[config.mk]
export PLATFORM = sky130hd
export DESIGN_NAME = pulse_density_monitor_enforcer
export DESIGN_NICKNAME = d
export VERILOG_FILES = /design/src/shared/pdme_pkg.sv /design/src/hdl/bit_fifo.sv /design/src/hdl/pulse_density_monitor_enforcer.sv
export SDC_FILE = /design/constraint.sdc
export NUM_CORES = 1
export LEC_CHECK = 0
export BUFFER_PORTS_ARGS = -buffer_cell sky130_fd_sc_hd__buf_2
export CORE_UTILIZATION = 25
export DETAILED_ROUTE_END_ITERATION = 8
export PLACE_DENSITY = 0.42
export SLEW_MARGIN = 15
export SYNTH_ARGS = -nofsm -noshare
export SYNTH_HDL_FRONTEND = slang
export SYNTH_HIERARCHICAL = 1
export SYNTH_SLANG_ARGS = --single-unit
export TNS_END_PERCENT = 10
[constraint.sdc]
create_clock -name core_clk -period 16 [get_ports core_clk]
set_input_delay 2.4 -clock core_clk [delete_from_list [all_inputs] [get_ports core_clk]]
set_output_delay 2.4 -clock core_clk [all_outputs]
set_load 0.01 [all_outputs]
[src/shared/pdme_pkg.sv]
// Purpose: Constants shared by the pulse density monitor and enforcer.
// Assumes: One 20 MHz core clock; register port and PCM streams are on it.
// Notes: The density criterion is a sliding window with a minimum ones count.

package pdme_pkg;

   // Register port
   localparam int REG_ADDR_W = 8;
   localparam int REG_DATA_W = 8;
   localparam logic [7:0] RX_REG_ADDR = 8'h55;
   localparam logic [7:0] TX_REG_ADDR = 8'h59;
   localparam logic [7:0] UNMAPPED_READ = 8'h00;

   // Field positions; bits 0 to 4 in both status registers, bits 5 to 7 transmit only
   localparam int BIT_DENS_EN = 0;
   localparam int BIT_ZERO_EN = 1;
   localparam int BIT_DENS_EV = 2;
   localparam int BIT_ZERO_EV = 3;
   localparam int BIT_LIVE = 4;
   localparam int BIT_FILL_EV = 5;
   localparam int BIT_STUFF_EN = 6;
   localparam int BIT_FILL_EN = 7;

   // Reset values of the enable and event fields
   localparam logic EN_RESET = 1'b0;
   localparam logic EV_RESET = 1'b0;

   // Density criterion and zero-run length
   localparam int DENS_WINDOW = 24;
   localparam logic [4:0] DENS_MIN_ONES = 5'h03;
   localparam int ZRUN_W = 5;
   localparam logic [4:0] ZERO_RUN_LEN = 5'h10;

   // Transmit buffer shape
   localparam int TX_FIFO_WIDTH = 1;
   localparam int TX_FIFO_DEPTH = 8;

endpackage

[src/hdl/bit_fifo.sv]
// Purpose: Small synchronous FIFO with valid/ready on both sides.
// Assumes: Single clock, synchronous active-high reset.
// Notes: Full and empty derive from an occupancy count, so any depth works.
`timescale 1ns/1ps
`default_nettype none

module bit_fifo #(
   parameter int WIDTH = 1,
   parameter int DEPTH = 8
) (
   // Clock and reset
   input wire logic core_clk,
   input wire logic reset,
   // Fill side
   input wire logic in_valid,
   output logic in_ready,
   input wire logic [WIDTH-1:0] in_data,
   // Drain side
   output logic out_valid,
   input wire logic out_ready,
   output logic [WIDTH-1:0] out_data
);
   import pdme_pkg::*;

   localparam int PW = (DEPTH > 1) ? $clog2(DEPTH) : 1;
   localparam int CW = $clog2(DEPTH + 1);

   typedef struct packed {
      logic [DEPTH-1:0][WIDTH-1:0] mem;
      logic [PW-1:0] wr_ptr;
      logic [PW-1:0] rd_ptr;
      logic [CW-1:0] count;
   } fifo_state_t;

   fifo_state_t s_q, s_d;
   logic push, pop;

   // Honest flags straight from occupancy
   assign in_ready = (s_q.count != CW'(DEPTH));
   assign out_valid = (s_q.count != '0);
   assign out_data = s_q.mem[s_q.rd_ptr];
   assign push = in_valid && in_ready;
   assign pop = out_valid && out_ready;

   // Pointer wrap written out so non power-of-two depths stay legal
   always_comb begin
      s_d = s_q;
      if (push) begin
         s_d.mem[s_q.wr_ptr] = in_data;
         s_d.wr_ptr = (s_q.wr_ptr == PW'(DEPTH - 1)) ? '0 : s_q.wr_ptr + 1'b1;
      end
      if (pop) begin
         s_d.rd_ptr = (s_q.rd_ptr == PW'(DEPTH - 1)) ? '0 : s_q.rd_ptr + 1'b1;
      end
      if (push && !pop) begin
         s_d.count = s_q.count + 1'b1;
      end else if (pop && !push) begin
         s_d.count = s_q.count - 1'b1;
      end
   end

   // State register
   always_ff @(posedge core_clk) begin
      if (reset) begin
         s_q <= '0;
      end else begin
         s_q <= s_d;
      end
   end

endmodule

`default_nettype wire

[src/hdl/pulse_density_monitor_enforcer.sv]
// Purpose: Receive density detector and transmit density enforcer with status.
// Assumes: Register strobes and PCM streams are synchronous to core_clk.
// Notes: A violation is fewer than DENS_MIN_ONES ones in the last DENS_WINDOW bits.
`timescale 1ns/1ps
`default_nettype none

module pulse_density_monitor_enforcer (
   // Clock and reset
   input wire logic core_clk,
   input wire logic reset,
   // Microprocessor register port
   input wire logic reg_sel,
   input wire logic reg_rd,
   input wire logic reg_wr,
   input wire logic [pdme_pkg::REG_ADDR_W-1:0] reg_addr,
   input wire logic [pdme_pkg::REG_DATA_W-1:0] reg_wdata,
   output logic [pdme_pkg::REG_DATA_W-1:0] reg_rdata,
   output logic reg_rdata_valid,
   output logic irq_n,
   // Receive PCM bit stream to supervise
   input wire logic rx_bit,
   input wire logic rx_bit_valid,
   // Transmit PCM bit stream into the enforcer
   input wire logic tx_in_bit,
   input wire logic tx_in_valid,
   output logic tx_in_ready,
   // Transmit PCM bit stream out of the enforcer
   output logic tx_out_bit,
   output logic tx_out_valid,
   input wire logic tx_out_ready
);
   import pdme_pkg::*;

   typedef logic [DENS_WINDOW-1:0] window_t;

   typedef struct packed {
      // Receive detector
      window_t rx_win;
      logic [ZRUN_W-1:0] rx_zeros;
      logic rx_live;
      logic rx_dens_ev;
      logic rx_zero_ev;
      logic rx_dens_en;
      logic rx_zero_en;
      // Transmit enforcer
      window_t tx_win;
      logic [ZRUN_W-1:0] tx_zeros;
      logic tx_live;
      logic tx_dens_ev;
      logic tx_zero_ev;
      logic tx_fill_ev;
      logic tx_dens_en;
      logic tx_zero_en;
      logic tx_fill_en;
      logic tx_stuff_en;
      logic out_bit;
      logic out_valid;
      // Register port answer and interrupt
      logic [REG_DATA_W-1:0] rdata;
      logic rvalid;
      logic irq;
   } state_t;

   state_t s_q, s_d;

   // FIFO drain side
   logic fifo_valid;
   logic fifo_ready;
   logic [TX_FIFO_WIDTH-1:0] fifo_data;

   // Combinational helpers
   window_t rx_next_win, tx_cand_win, tx_next_win;
   logic rx_next_live, tx_cand_viol, tx_next_live;
   logic tx_take, tx_bit_sent, tx_stuffing;
   logic [ZRUN_W-1:0] rx_next_zeros, tx_next_zeros;
   logic rx_run_hit, tx_run_hit;
   logic rd_rx, rd_tx, wr_rx, wr_tx;
   logic [REG_DATA_W-1:0] rx_image, tx_image;
   logic irq_rx, irq_tx;

   // Ones count of a window
   function automatic logic [4:0] count_ones(input window_t w);
      logic [4:0] n;
      n = '0;
      for (int i = 0; i < DENS_WINDOW; i++) begin
         n = n + 5'(w[i]);
      end
      return n;
   endfunction

   // Density criterion, shared by detector and enforcer
   function automatic logic violates(input window_t w);
      return count_ones(w) < DENS_MIN_ONES;
   endfunction

   // Zero-run counter step; saturates at the run length
   function automatic logic [ZRUN_W-1:0] zrun_step(input logic [ZRUN_W-1:0] z,
                                                   input logic b);
      logic [ZRUN_W-1:0] r;
      r = z;
      if (b) begin
         r = '0;
      end else if (z != ZERO_RUN_LEN) begin
         r = z + 1'b1;
      end
      return r;
   endfunction

   // Transmit buffer; full FIFO drops tx_in_ready so the source stalls
   bit_fifo #(
      .WIDTH(TX_FIFO_WIDTH),
      .DEPTH(TX_FIFO_DEPTH)
   ) u_tx_fifo (
      .core_clk(core_clk),
      .reset(reset),
      .in_valid(tx_in_valid),
      .in_ready(tx_in_ready),
      .in_data(tx_in_bit),
      .out_valid(fifo_valid),
      .out_ready(fifo_ready),
      .out_data(fifo_data)
   );

   // Register port decode
   assign rd_rx = reg_sel && reg_rd && (reg_addr == RX_REG_ADDR);
   assign rd_tx = reg_sel && reg_rd && (reg_addr == TX_REG_ADDR);
   assign wr_rx = reg_sel && reg_wr && (reg_addr == RX_REG_ADDR);
   assign wr_tx = reg_sel && reg_wr && (reg_addr == TX_REG_ADDR);

   // Receive detector: window and run length after the incoming bit
   assign rx_next_win = {s_q.rx_win[DENS_WINDOW-2:0], rx_bit};
   assign rx_next_live = violates(rx_next_win);
   assign rx_next_zeros = zrun_step(s_q.rx_zeros, rx_bit);
   assign rx_run_hit = (rx_next_zeros == ZERO_RUN_LEN) && (s_q.rx_zeros != ZERO_RUN_LEN);

   // Enforcer: a bit leaves when the output slot is free or being taken
   assign tx_take = !s_q.out_valid || tx_out_ready;
   assign fifo_ready = tx_take;
   assign tx_stuffing = s_q.tx_stuff_en;
   assign tx_cand_win = {s_q.tx_win[DENS_WINDOW-2:0], fifo_data[0]};
   assign tx_cand_viol = violates(tx_cand_win);
   // Forcing a one restores the count lost by the dropped oldest bit
   assign tx_bit_sent = (tx_stuffing && tx_cand_viol) ? 1'b1 : fifo_data[0];
   assign tx_next_win = {s_q.tx_win[DENS_WINDOW-2:0], tx_bit_sent};
   assign tx_next_live = violates(tx_next_win);
   assign tx_next_zeros = zrun_step(s_q.tx_zeros, tx_bit_sent);
   assign tx_run_hit = (tx_next_zeros == ZERO_RUN_LEN) && (s_q.tx_zeros != ZERO_RUN_LEN);

   // Status images; unused bits read 0, live bit masked while stuffing
   always_comb begin
      rx_image = '0;
      rx_image[BIT_DENS_EN] = s_q.rx_dens_en;
      rx_image[BIT_ZERO_EN] = s_q.rx_zero_en;
      rx_image[BIT_DENS_EV] = s_q.rx_dens_ev;
      rx_image[BIT_ZERO_EV] = s_q.rx_zero_ev;
      rx_image[BIT_LIVE] = s_q.rx_live && !s_q.tx_stuff_en;
      tx_image = '0;
      tx_image[BIT_DENS_EN] = s_q.tx_dens_en;
      tx_image[BIT_ZERO_EN] = s_q.tx_zero_en;
      tx_image[BIT_DENS_EV] = s_q.tx_dens_ev;
      tx_image[BIT_ZERO_EV] = s_q.tx_zero_ev;
      tx_image[BIT_LIVE] = s_q.tx_live && !s_q.tx_stuff_en;
      tx_image[BIT_FILL_EV] = s_q.tx_fill_ev;
      tx_image[BIT_STUFF_EN] = s_q.tx_stuff_en;
      tx_image[BIT_FILL_EN] = s_q.tx_fill_en;
   end

   // Interrupt sources: each event gated by its own enable; the transmit density event is also masked while fill is enabled
   always_comb begin
      irq_rx = (s_q.rx_dens_ev && s_q.rx_dens_en)
               || (s_q.rx_zero_ev && s_q.rx_zero_en);
      irq_tx = (s_q.tx_dens_ev && s_q.tx_dens_en && !s_q.tx_fill_en)
               || (s_q.tx_zero_ev && s_q.tx_zero_en)
               || (s_q.tx_fill_ev && s_q.tx_fill_en);
   end

   // Next state: clears from reads first, then sets, so a set wins
   always_comb begin
      s_d = s_q;
      s_d.rvalid = 1'b0;

      // Register reads capture the image before clearing
      if (reg_sel && reg_rd) begin
         s_d.rvalid = 1'b1;
         if (rd_rx) begin
            s_d.rdata = rx_image;
         end else if (rd_tx) begin
            s_d.rdata = tx_image;
         end else begin
            s_d.rdata = UNMAPPED_READ;
         end
      end
      if (rd_rx) begin
         s_d.rx_dens_ev = 1'b0;
         s_d.rx_zero_ev = 1'b0;
      end
      if (rd_tx) begin
         s_d.tx_dens_ev = 1'b0;
         s_d.tx_zero_ev = 1'b0;
         s_d.tx_fill_ev = 1'b0;
      end

      // Register writes to the enable fields
      if (wr_rx) begin
         s_d.rx_dens_en = reg_wdata[BIT_DENS_EN];
         s_d.rx_zero_en = reg_wdata[BIT_ZERO_EN];
      end
      if (wr_tx) begin
         s_d.tx_dens_en = reg_wdata[BIT_DENS_EN];
         s_d.tx_zero_en = reg_wdata[BIT_ZERO_EN];
         s_d.tx_stuff_en = reg_wdata[BIT_STUFF_EN];
         s_d.tx_fill_en = reg_wdata[BIT_FILL_EN];
      end

      // Receive detector; events set regardless of the enables
      if (rx_bit_valid) begin
         s_d.rx_win = rx_next_win;
         s_d.rx_zeros = rx_next_zeros;
         s_d.rx_live = rx_next_live;
         if (rx_next_live != s_q.rx_live) begin
            s_d.rx_dens_ev = 1'b1;
         end
         if (rx_run_hit) begin
            s_d.rx_zero_ev = 1'b1;
         end
      end

      // Output slot empties when the consumer takes the bit
      if (s_q.out_valid && tx_out_ready) begin
         s_d.out_valid = 1'b0;
      end

      // Enforcer: one bit per accepted FIFO word
      if (fifo_valid && tx_take) begin
         s_d.out_bit = tx_bit_sent;
         s_d.out_valid = 1'b1;
         s_d.tx_win = tx_next_win;
         s_d.tx_zeros = tx_next_zeros;
         s_d.tx_live = tx_stuffing ? 1'b0 : tx_next_live;
         if (tx_stuffing) begin
            if (tx_cand_viol) begin
               s_d.tx_fill_ev = 1'b1;
            end
         end else begin
            if (tx_next_live != s_q.tx_live) begin
               s_d.tx_dens_ev = 1'b1;
            end
            if (tx_run_hit) begin
               s_d.tx_zero_ev = 1'b1;
            end
         end
      end

      // Stuffing forces the density and zero-run events low
      if (s_d.tx_stuff_en) begin
         s_d.tx_dens_ev = 1'b0;
         s_d.tx_zero_ev = 1'b0;
         s_d.tx_live = 1'b0;
      end

      // Registered interrupt follows the event bits one cycle later
      s_d.irq = irq_rx || irq_tx;
   end

   // State register; windows start full of ones to avoid a false alarm
   always_ff @(posedge core_clk) begin
      if (reset) begin
         s_q <= '0;
         s_q.rx_win <= '1;
         s_q.tx_win <= '1;
         s_q.rx_dens_en <= EN_RESET;
         s_q.rx_zero_en <= EN_RESET;
         s_q.tx_dens_en <= EN_RESET;
         s_q.tx_zero_en <= EN_RESET;
         s_q.tx_fill_en <= EN_RESET;
         s_q.tx_stuff_en <= EN_RESET;
         s_q.rx_dens_ev <= EV_RESET;
         s_q.rx_zero_ev <= EV_RESET;
         s_q.tx_dens_ev <= EV_RESET;
         s_q.tx_zero_ev <= EV_RESET;
         s_q.tx_fill_ev <= EV_RESET;
      end else begin
         s_q <= s_d;
      end
   end

   // Outputs straight from flip-flops
   assign reg_rdata = s_q.rdata;
   assign reg_rdata_valid = s_q.rvalid;
   assign irq_n = !s_q.irq;
   assign tx_out_bit = s_q.out_bit;
   assign tx_out_valid = s_q.out_valid;

endmodule

`default_nettype wire

==> results summary <==
The run finished with clean final reports. The number of cells on the worst reg-to-reg path is 26. The number of buffers added by the clock tree synthesis step came out at 9. The area of the core came out at 22090 µm². The number of maximum-capacitance constraint violations is 0. The total wire length after detailed routing is 11210 µm. For the finished layout, the period the worst path requires is 8.799 ns.

The count of flip-flops with a built-in enable after synthesis is 0. Counting stages on the worst path, the most repeated cell is sky130_fd_sc_hd__fa_1. The floorplan die area came out at 23410 µm². The largest clock skew in the final design is 0.004694 ns. The synthesized netlist net count is 713.

The required time at the endpoint of the critical path is 16.28 ns. The netlist uses 59 different library cells. The share of the cycle needed by the critical path after routing came out at 0.5499. In the final routed layout, each cell accounts on average for 12.28 µm.

For this run, the total global-route usage over all layers was measured as 0.1050. The layout-stage area growth over the synthesis result is 12.05%. TritonCTS built the clock tree. From left edge to right edge, the die measures 153 µm. The worst relative slew slack is 0.4309. In this run the cell area measured after placement is 6071 µm².

Setup repair after global routing left no endpoint under its margin. At the end of the flow, the number of nets in the layout was 725. The first TritonRoute pass finished after 4 iterations. The maximum level of the CTS H-tree is 3. The buffer levels on the longest clock path is 2. The routed layout has 4036 vias. The largest net degree at the start of global routing came out at 52. Static timing analysis puts the maximum clock frequency at 0.1136 GHz.

The global-route wire length before repair is 19730 µm. The routability congestion estimate came out at 0.7509. In the routed design, unresolved DRC markers number 0. The overall overflow remaining after global route came out at 0. The number of gates resized after CTS was 0. The worst-skew pair later-pin latency is 0.35 ns. The total of fill cells in the finished design is 2327. Summing all multi-input logic gate instances after layout gives 3208 µm².

Averaged over all synthesized cells, the footprint is 9.254 µm². The finished cells cover 6387 µm². The final count of hold timing violations was 0.

The minimum setup slack among reg-to-reg paths came out at 7.20 ns. The largest single stage delay on the critical path is 0.54 ns. The number of cells on the worst hold path came out at 2. The number of setup violations in the final report came out at 0.

The number of design-rule violations left by the first detailed-router iteration came out at 187. The post-CTS clock slew at the launch and capture registers of the worst setup and hold paths came out at 0.07 ns. The count of nets left with antenna violations once routing finished came out at 0.

The area of the mapped netlist is 5700 µm². Counting buffers and inverters, the worst setup path is 26 cells deep. The type of element launching the critical path is a flop. The slew of the pin with the lowest slew margin is 0.8536 ns. The sequential cells in the finished layout cover a total of 1982 µm². The number of antenna violations at the first check in global routing is 0.

In this run, synthesis produced a sequential element count of 99. The data arrival time at the worst-slack endpoint came out at 9.08 ns. The die boundary height came out at 153 µm.

The number of port buffers came out at 34. The number of buffers and inverters on the critical path is 5. The repair_antennas step left the layout with diodes totalling 0.

The slowest stage of the critical path belongs to the cell sky130_fd_sc_hd__mux4_2. Adding up every negative setup slack in the final design gives 0 ns. The worst hold path belongs to the class reg -> reg. Counting flops with an async set or reset pin after synthesis yields a share of 0.

Yosys printed 6 warnings. The top-level I/O count is 39. The CTS sink count is 99.

Among cell families on the critical path, the largest total delay comes from adder cells. The share of final-layout standard cells stronger than drive strength 1 is 0.1074. The post-synthesis cell count came out at 616. The HPWL after detailed placement came out at 8209 µm. The initial core utilization came out at 0.2580. The critical path is of the reg -> reg type. The worst-path maximum fanout came out at 5. The worst setup path is captured at a flop. The share of synthesized area occupied by flip-flops and latches is 0.3477. For this run, the leading register cell type out of synthesis is sky130_fd_sc_hd__dfxtp_1. The via density per instance came out at 4.421.

The number of global-route vias before repair came out at 4087. The number of pins with negative max-slew slack in the final report was 0. The initialized floorplan defines 54 standard-cell rows.

The cell chosen for the clock root is sky130_fd_sc_hd__clkbuf_16. The number of hold-repair buffers added at the cts stage is 0. The buffers inserted during post-CTS setup optimization came out at 0.
cell type report:
class / count / share of cell area
Sequential cell: 99 / 0.3103
Tap cell: 280 / 0.05485
Clock buffer: 10 / 0.03585
Timing Repair Buffer: 36 / 0.02899
Clock inverter: 6 / 0.01371
Inverter: 92 / 0.05406
Multi-Input combinational cell: 390 / 0.5023
layout by cell type (no fill, tap or decap), types with 4 or more instances in the layout:
cell type | synthesis | final
sky130_fd_sc_hd__clkbuf_16 | 0 | 9
sky130_fd_sc_hd__buf_2 | 3 | 34
sky130_fd_sc_hd__a21oi_1 | 32 | 32
sky130_fd_sc_hd__dfxtp_1 | 99 | 99
sky130_fd_sc_hd__nor3_1 | 12 | 12
sky130_fd_sc_hd__ha_1 | 27 | 27
sky130_fd_sc_hd__inv_1 | 90 | 89
sky130_fd_sc_hd__nand2b_1 | 4 | 4
sky130_fd_sc_hd__a22oi_1 | 10 | 10
sky130_fd_sc_hd__nor4b_1 | 4 | 4
sky130_fd_sc_hd__o211ai_1 | 32 | 32
sky130_fd_sc_hd__mux2i_1 | 29 | 29
sky130_fd_sc_hd__fa_1 | 44 | 44
sky130_fd_sc_hd__nor2_1 | 43 | 43
sky130_fd_sc_hd__nand3_1 | 15 | 15
sky130_fd_sc_hd__nand2_1 | 69 | 69
sky130_fd_sc_hd__nor2b_1 | 8 | 8
metal layers:
metal | part of all wire | track usage
met1 | 0.50 | 0.1334
met2 | 0.45 | 0.1708
met3 | 0.029 | 0.02353
met4 | 0.016 | 0.04521
met5 | 0 | 0
logic make-up after synthesis:
group                    share of synthesized area
AND/OR/NAND/NOR                             0.1600
buffers and inverters                      0.08955
XOR/XNOR                                  0.007684
AO/OA/AOI/OAI                               0.1185
adder cells (fa/ha/maj)                     0.2138
flip-flops                                  0.3477
multiplexers                               0.06277
tightest hold or removal path, delay by kind of cell (launching register included):
kind / cells / cell delay (ns)
DFF: 1 / 0.33
muxes: 1 / 0.07
and+or+nand+nor: 1 / 0.06
cells in the mapped netlist (4+ instances only):
cell | instances | area [µm²]
sky130_fd_sc_hd__nand3_1 | 15 | 75.07
sky130_fd_sc_hd__ha_1 | 27 | 337.8
sky130_fd_sc_hd__clkbuf_1 | 24 | 90.09
sky130_fd_sc_hd__buf_4 | 8 | 60.06
sky130_fd_sc_hd__inv_1 | 90 | 337.8
sky130_fd_sc_hd__nand2b_1 | 4 | 25.02
sky130_fd_sc_hd__nor2_1 | 43 | 161.4
sky130_fd_sc_hd__nor2b_1 | 8 | 50.05
sky130_fd_sc_hd__fa_1 | 44 | 880.8
sky130_fd_sc_hd__nand2_1 | 69 | 259.0
sky130_fd_sc_hd__a22oi_1 | 10 | 75.07
sky130_fd_sc_hd__dfxtp_1 | 99 | 1982
sky130_fd_sc_hd__nor3_1 | 12 | 60.06
sky130_fd_sc_hd__mux2i_1 | 29 | 290.3
sky130_fd_sc_hd__o211ai_1 | 32 | 240.2
sky130_fd_sc_hd__a21oi_1 | 32 | 160.2
sky130_fd_sc_hd__nor4b_1 | 4 | 35.03
registers in the layout (all words and copies together) (netlist names):
signal and flops:
s_q 42, rx_next_win 23, u_tx_fifo/s_q 18, reg_rdata 8, rx_image 4, reg_rdata_valid 1
tx_out_bit 1, tx_out_valid 1, tx_stuffing 1
path summary, 6_finish.rpt:
kind                                  startpoint              end
worst max-delay path            u_tx_fifo/s_q[4]          s_q[18]
worst min-delay path             rx_next_win[16]  rx_next_win[17]
worst max register to register  u_tx_fifo/s_q[4]          s_q[18]
worst min register to register   rx_next_win[16]  rx_next_win[17]
through the flow:
stage / worst slack [ns] / util / cells / hold WS, ns
final: 7.201 / 0.2891 / 913 / 0.4807
after global routing: 6.764 / 0.2891 / 913 / 0.5095
after CTS: 7.151 / 0.2891 / 913 / 0.4851
after detailed placement: 7.173 / 0.2748 / 897 / 0.4619
after global placement: 7.253 / 0.2748 / 897 / 0.4594
after floorplan: 8.021 / - / 616 / 0.4427
Power is not shown: default switching activity piles up to over one toggle a cycle in this logic, so the estimate is an artifact.
